File: config.mk
export PLATFORM = sky130hd
export DESIGN_NAME = nand_flash_bus_port
export DESIGN_NICKNAME = d
export VERILOG_FILES = /design/src/core/flash_port_pkg.sv /design/src/core/nand_flash_bus_port.sv /design/src/core/pin_sync.sv
export SDC_FILE = /design/constraint.sdc
export NUM_CORES = 1
export LEC_CHECK = 0
export BUFFER_PORTS_ARGS = -buffer_cell sky130_fd_sc_hd__buf_2
export CORE_MARGIN = 4
export CORE_UTILIZATION = 53
export DETAILED_ROUTE_END_ITERATION = 7
export PLACE_DENSITY = 0.79
export SYNTH_ARGS = -nofsm -noshare
export SYNTH_HDL_FRONTEND = slang
export SYNTH_SLANG_ARGS = --single-unit
File: constraint.sdc
create_clock -name clock_i -period 7.2 [get_ports clock_i]
set_input_delay 0.72 -clock clock_i [delete_from_list [all_inputs] [get_ports clock_i]]
set_output_delay 0.72 -clock clock_i [all_outputs]
set_load 0.05 [all_outputs]
File: src/core/flash_port_pkg.sv
// constants and carrier types for the nand flash host port
package flash_port_pkg;
	localparam int unsigned CLK_MHZ          = 25;
	localparam int unsigned CYCLE_NS         = 50;
	localparam int unsigned CYCLE_CLKS       = (CYCLE_NS * CLK_MHZ + 999) / 1000;
	localparam int unsigned HALF_CLKS        = (CYCLE_CLKS + 1) / 2;
	localparam int unsigned RANDOM_ACCESS_US = 10;
	localparam int unsigned RANDOM_ACCESS_CLKS = RANDOM_ACCESS_US * CLK_MHZ;
	localparam int unsigned PROG_TYP_US      = 200;
	localparam int unsigned ERASE_TYP_US     = 2000;
	localparam int unsigned BUSY_LIMIT_CLKS  = 4 * ERASE_TYP_US * CLK_MHZ;
	localparam int unsigned PAGE_BYTES       = 528;
	localparam int unsigned PAGE_WORDS       = 264;
	localparam int unsigned BLOCK_BYTES      = 16384;
	localparam int unsigned BLOCK_WORDS      = 8192;
	localparam logic [7:0]  CMD_READ_LOW     = 8'h00;
	localparam logic [7:0]  CMD_READ_HIGH    = 8'h01;
	localparam logic [15:0] RESET_DATA       = 16'h0000;

	typedef enum logic [1:0]
	{
		OP_CMD  = 2'b00,
		OP_ADDR = 2'b01,
		OP_WR   = 2'b10,
		OP_RD   = 2'b11
	} op_kind_t;

	typedef struct packed
	{
		op_kind_t    kind;
		logic        wait_ready;
		logic [15:0] data;
	} req_t;

	typedef struct packed
	{
		logic        chip_sel_n;
		logic        cmd_latch;
		logic        addr_latch;
		logic        write_n;
		logic        read_strobe_n;
		logic        write_prot_n;
	} strobes_t;
endpackage

File: src/core/nand_flash_bus_port.sv
// host-side controller that drives the nand flash pins one cycle at a time
`timescale 1ns/10ps
module nand_flash_bus_port
	import flash_port_pkg::*;
#(
	parameter int unsigned BUSY_LIMIT = BUSY_LIMIT_CLKS,
	parameter int unsigned WIDE       = 0
) (
	input  wire logic                  clock_i,
	input  wire logic                  rst_n_i,
	input  wire logic                  clk_en_i,
	input  wire flash_port_pkg::req_t  req_i,
	input  wire logic                  req_valid_i,
	output logic                       req_ready_o,
	input  wire logic                  select_i,
	input  wire logic                  write_enable_i,
	output logic [15:0]                rd_data_o,
	output logic                       rd_valid_o,
	output logic                       timeout_o,
	output flash_port_pkg::strobes_t   pins_o,
	output logic [15:0]                io_out_o,
	output logic [15:0]                io_oe_o,
	input  wire logic [15:0]           io_in_i,
	input  wire logic                  ready_busy_i
);
	import flash_port_pkg::*;

	typedef enum logic [2:0]
	{
		ST_IDLE  = 3'b000,
		ST_LOW   = 3'b001,
		ST_HIGH  = 3'b010,
		ST_WAITB = 3'b011,
		ST_WAITR = 3'b100
	} state_t;

	localparam int unsigned CNT_W = $clog2(BUSY_LIMIT + 1) + 1;
	localparam logic [CNT_W-1:0] HALF_CNT  = CNT_W'(HALF_CLKS);
	localparam logic [CNT_W-1:0] RA_CNT    = CNT_W'(RANDOM_ACCESS_CLKS);
	localparam logic [CNT_W-1:0] LIMIT_CNT = CNT_W'(BUSY_LIMIT);

	state_t           state_r;
	state_t           state_nxt;
	req_t             cur_r;
	req_t             cur_w;
	logic [15:0]      lane_w;
	logic [CNT_W-1:0] cnt_r;
	logic [CNT_W-1:0] cnt_nxt;
	logic             rb_sync;
	logic             take;
	logic             phase_done;
	logic             is_rd;
	logic             is_cmd;
	logic             is_addr;
	logic             drive_bus;
	logic [15:0]      bus_val;
	logic             pulse_low;

	pin_sync #(
		.WIDTH (1)
	) u_rb_sync (
		.clock_i (clock_i),
		.rst_n_i (rst_n_i),
		.en_i    (clk_en_i),
		.async_i (ready_busy_i),
		.sync_o  (rb_sync)
	);

	// command and address use only the low byte of a wide bus
	function automatic logic [15:0] lane_mask(input op_kind_t k, input logic [15:0] d);
		lane_mask = (k == OP_CMD || k == OP_ADDR) ? {8'h00, d[7:0]} : d;
	endfunction

	assign take       = (state_r == ST_IDLE) && req_valid_i;
	// request that the pins will carry after this edge
	assign cur_w      = take ? req_i : cur_r;
	assign lane_w     = lane_mask(cur_w.kind, cur_w.data);
	assign phase_done = (cnt_r == '0);
	assign is_rd      = (cur_r.kind == OP_RD);
	assign is_cmd     = (cur_r.kind == OP_CMD);
	assign is_addr    = (cur_r.kind == OP_ADDR);
	assign drive_bus  = (state_nxt == ST_LOW || state_nxt == ST_HIGH)
		&& (cur_w.kind != OP_RD);
	assign bus_val    = WIDE != 0 ? lane_w : {8'h00, lane_w[7:0]};
	assign pulse_low  = (state_nxt == ST_LOW);

	always_comb
	begin
		state_nxt = state_r;
		cnt_nxt   = phase_done ? cnt_r : cnt_r - CNT_W'(1);
		case (state_r)
			ST_IDLE:
			begin
				if (take)
				begin
					state_nxt = ST_LOW;
					cnt_nxt   = HALF_CNT;
				end
			end
			ST_LOW:
			begin
				if (phase_done)
				begin
					state_nxt = ST_HIGH;
					cnt_nxt   = HALF_CNT;
				end
			end
			ST_HIGH:
			begin
				if (phase_done)
				begin
					state_nxt = cur_r.wait_ready ? ST_WAITB : ST_IDLE;
					cnt_nxt   = RA_CNT;
				end
			end
			ST_WAITB:
			begin
				// allow busy to show before waiting for ready
				if (!rb_sync || phase_done)
				begin
					state_nxt = ST_WAITR;
					cnt_nxt   = LIMIT_CNT;
				end
			end
			ST_WAITR:
			begin
				if (rb_sync || phase_done)
					state_nxt = ST_IDLE;
			end
			default:
			begin
				state_nxt = ST_IDLE;
				cnt_nxt   = '0;
			end
		endcase
	end

	always_ff @(posedge clock_i or negedge rst_n_i)
	begin
		if (!rst_n_i)
		begin
			state_r <= ST_IDLE;
			cnt_r   <= '0;
			cur_r   <= '0;
		end
		else if (clk_en_i)
		begin
			state_r <= state_nxt;
			cnt_r   <= cnt_nxt;
			if (take)
				cur_r <= req_i;
		end
	end

	// pins, all registered
	always_ff @(posedge clock_i or negedge rst_n_i)
	begin
		if (!rst_n_i)
		begin
			pins_o      <= '{chip_sel_n: 1'b1, cmd_latch: 1'b0, addr_latch: 1'b0,
				write_n: 1'b1, read_strobe_n: 1'b1, write_prot_n: 1'b0};
			io_out_o    <= RESET_DATA;
			io_oe_o     <= '0;
			req_ready_o <= 1'b0;
			rd_data_o   <= RESET_DATA;
			rd_valid_o  <= 1'b0;
			timeout_o   <= 1'b0;
		end
		else if (clk_en_i)
		begin
			pins_o.chip_sel_n    <= !select_i;
			pins_o.write_prot_n  <= write_enable_i;
			pins_o.cmd_latch     <= (state_nxt != ST_IDLE) && take ? req_i.kind == OP_CMD
				: (state_nxt == ST_LOW || state_nxt == ST_HIGH) && is_cmd;
			pins_o.addr_latch    <= (state_nxt != ST_IDLE) && take ? req_i.kind == OP_ADDR
				: (state_nxt == ST_LOW || state_nxt == ST_HIGH) && is_addr;
			pins_o.write_n       <= !(pulse_low && (take ? req_i.kind != OP_RD : !is_rd));
			pins_o.read_strobe_n <= !(pulse_low && (take ? req_i.kind == OP_RD : is_rd));
			io_out_o             <= bus_val;
			io_oe_o              <= {16{drive_bus}};
			req_ready_o          <= (state_nxt == ST_IDLE) && !take;
			rd_valid_o           <= (state_r == ST_LOW) && phase_done && is_rd;
			if ((state_r == ST_LOW) && phase_done && is_rd)
				rd_data_o <= WIDE != 0 ? io_in_i : {8'h00, io_in_i[7:0]};
			timeout_o            <= (state_r == ST_WAITR) && phase_done && !rb_sync;
		end
	end
endmodule

File: src/core/pin_sync.sv
// two-flop synchroniser for pin inputs
`timescale 1ns/10ps
module pin_sync #(
	parameter int unsigned WIDTH = 1
) (
	input  wire logic             clock_i,
	input  wire logic             rst_n_i,
	input  wire logic             en_i,
	input  wire logic [WIDTH-1:0] async_i,
	output logic      [WIDTH-1:0] sync_o
);
	logic [WIDTH-1:0] meta_r;

	always_ff @(posedge clock_i or negedge rst_n_i)
	begin
		if (!rst_n_i)
		begin
			meta_r <= '0;
			sync_o <= '0;
		end
		else if (en_i)
		begin
			meta_r <= async_i;
			sync_o <= meta_r;
		end
	end
endmodule

==> flow_summary_export.csv <==
group,metric,value,unit
setup_path,crit_required,7.43,ns
global_routing,grt_max_degree,54,
floorplanning,rows,28,
logic_synthesis,synthDistinctLibCells,67,
timing,fin_crit,3.04,ns
global_routing,antenna_found_initial,0,
logic_synthesis,yosysTopAreaCellShare,0.384,
global_routing,grt_usage,0.189,
pwr,swShare,0.546,
timing,fin_tns_setup,0,ns
clock_network,path_clk_slew,0.10,ns
finish,drive_above_1_share,0.326,
finish,multi_input_area,0.00159,mm²
timing,hold_violations,0,
run,drv_cap,0,
logic_synthesis,synthArstFlopShare,1.00,
finish,regArea,0.00133,mm²
logic_synthesis,yosysMostFrequentCell,"dfrtp_1",
routing,drtAntennaViolNets,0,
logic_synthesis,seq_area_frac_synth,0.408,
clock_network,hold_buffers,0,
timing,fin_crit_sh,0.422,
place,portBuffers,66,
setup_path,start_kind,"register",
global_routing,first_global_vias,2426,
finish,postLayoutCoreUtil,0.584,
pwr,powerDensity,496,mW/mm²
logic_synthesis,synthFlopType,"dfrtp_1",
logic_synthesis,postSynthAreaPerCell,9.85,µm²
finish,final_nets,412,
routing,routed_wl,6920,µm
outcome,status,"finished, final reports clean",
setup_path,crit_type,"reg -> reg",
clock_network,cts_resized,0,
floorplanning,start_util,0.547,
clock_network,cts.sinks,53,
logic_synthesis,synth-edff-count,0,
global_routing,grt_pass1_wl,11300,µm
place,dp.cells,435,
clock_network,cts_tree,"built",
setup_path,cpPeakStageDelay,0.49,ns
logic_synthesis,ys_ff_latch,53,
finish,fill_cells,514,
floorplanning,die_area,0.00747,mm²
finish,syn_to_final_growth,6.64,%
floorplanning,die_x,86.4,µm
logic_synthesis,synth.area.top_cells,"dfrtp_1 38%, buf_4 9.4%, mux2_2 5.9%, a21oi_1 2.8%, dfstp_2 2.4%",
routing,first_pass_iters,4,
global_routing,grt_remaining_overflow,0,
logic_synthesis,yosysWarnings,0,
place,place.gp.congestion,0.923,
pwr,p_comb_frac,0.598,
routing,drcViolationCount,0,
logic_synthesis,syn_area,0.00326,mm²
timing,finalMaxSlewViolations,0,
timing,relSlewSlack,0.565,
logic_synthesis,syn_inst,331,
timing,max_freq,0.329,GHz
finish,antenna_cells,0,
pwr,p_int,782,µW
floorplanning,die_height,86.4,µm
routing,initialDrtViolationCount,203,
pwr,p_clk_frac,0.096,
routing,route.vias.total,2593,
clock_network,cts.path.max_buffers,2,
setup_path,crit_path_cell_trace,"inv_1, ha_1, nor3b_2, nand2_2, nor2_2, inv_2, ha_1, o32ai_1, nor2_1, o21a_1, o22ai_1",
timing,rsz0062_at_grt,"false",
logic_synthesis,synthTopCellsByCount,"50 x dfrtp_1, 41 x buf_4, 20 x nor2_1",
pwr,switching_power,942,µW
timing,finalSetupViolations,0,
routing,via_per_inst,5.85,
logic_synthesis,synth_top_area_cell,"dfrtp_1",
clock_network,cts-root-buf,"clkbuf_8",
floorplanning,pin_count,99,
pwr,leakagePower,0.00166,µW
setup_path,path_max_fanout,14,
setup_path,worst_setup_path_end_kind,"register",
worst_hold_path,hold_path_class,"reg -> reg",
clock_network,cts_setup_buffers,0,
pwr,seqPwrFrac,0.306,
pwr,peakVddDrop,343,µV
finish,layoutNonFillerInstCount,443,
setup_path,cp_slowest_cell,"nor2_2",
timing,tightest_slew,0.653,ns
setup_path,cp_common_cell,"ha_1",
timing,fin_skew,0.0103,ns
clock_network,clk_latency,0.31,ns
clock_network,cts_inserted_buffers,5,
place,hpwl,5080,µm
setup_path,arrival,3.27,ns
floorplanning,core,0.00596,mm²
routing,routedWlPerCell,15.6,µm
clock_network,cts_htree_levels,2,
==> layout by cell type, fill, tap and decap left out, drive strengths merged, types with 9 or more instances in the layout <==
cell   netlist  routed
buf         46      67
dfrtp       50      50
mux2        23      23
nor2        21      21
o21ai       21      21
a21oi       20      20
nand2       20      20
conb         1      16
nor3        15      15
inv         10      10
a31oi        9       9
==> registers in the layout, indices dropped and copies added, names as in the netlist <==
register / flops
cnt_r: 19
u_rb_sync.meta_r: 1
u_rb_sync.sync_o: 1
rd_valid_o: 1
rd_data_o: 8
state_r: 3
timeout_o: 1
cur_r: 11
pins_o: 6
io_oe_o: 1
req_ready_o: 1
==> power by group through the flow <==
stage | logic (µW) | clock network [µW] | registers [µW]
after floorplan | 846 | 0 | 598
after global placement | 1010 | 0 | 525
after detailed placement | 1030 | 0 | 533
after CTS | 1030 | 171 | 528
after global routing | 1110 | 182 | 547
final | 1030 | 165 | 527
==> metrics by stage <==
stage | area, µm² | hold WS (ns) | worst slack (ns) | power, µW
final | 3480 | 0.487 | 4.16 | 1720
after global routing | 3480 | 0.512 | 3.88 | 1840
after CTS | 3480 | 0.496 | 4.17 | 1730
after detailed placement | 3390 | 0.466 | 4.20 | 1560
after global placement | 3390 | 0.462 | 4.22 | 1540
after floorplan | 3320 | 0.424 | 4.92 | 1440
==> final timing paths <==
path                            slack, ns  startpoint         to  cells past startpoint
worst max-delay path                 4.16    cnt_r[0]   cnt_r[0]                     11
max in group asynchronous            6.25     rst_n_i  pins_o[3]                      2
worst min-delay path                 0.49   timeout_o  timeout_o                      2
worst max register to register       4.16    cnt_r[0]   cnt_r[0]                     11
worst min register to register       0.49   timeout_o  timeout_o                      2
min in group asynchronous            0.51     rst_n_i  cnt_r[15]                      2
==> worst max-delay path, delay by kind of cell (launching register included) <==
kind	cells	cell delay, ns
AO/OA/AOI/OAI	3	0.46
adder cells (fa/ha/maj)	2	0.48
buffers and inverters	2	0.38
flip-flops	1	0.44
AND/OR/NAND/NOR	4	1.20
==> cell families after synthesis <==
| logic type | count (synthesis) | synth area share |
|---|---|---|
| other cells | 1 | 0.00115 |
| mux | 25 | 0.0856 |
| buf+inv | 64 | 0.123 |
| simple gates | 96 | 0.185 |
| xor+xnor | 2 | 0.00537 |
| compound gates | 87 | 0.181 |
| flops | 53 | 0.408 |
| fa+ha+maj | 3 | 0.0115 |
==> area by class of cell <==
class                   count  area share
well taps                  75      0.0270
repair buffers             67      0.0972
clock buffers               6      0.0209
clock inverters             2     0.00432
flip-flops and latches     53       0.383
multi-input cells         229       0.456
inverters                  11      0.0119
==> per-layer routing <==
layer / up-vias / global-route usage / wire [µm]
li1: 1230 / - / -
met4: 0 / 0.0708 / 112
met3: 9 / 0.0333 / 477
met5: - / 0 / 0
met1: 1255 / 0.256 / 2910
met2: 99 / 0.303 / 3420
Note: power is estimated with default switching activity, not from simulation.
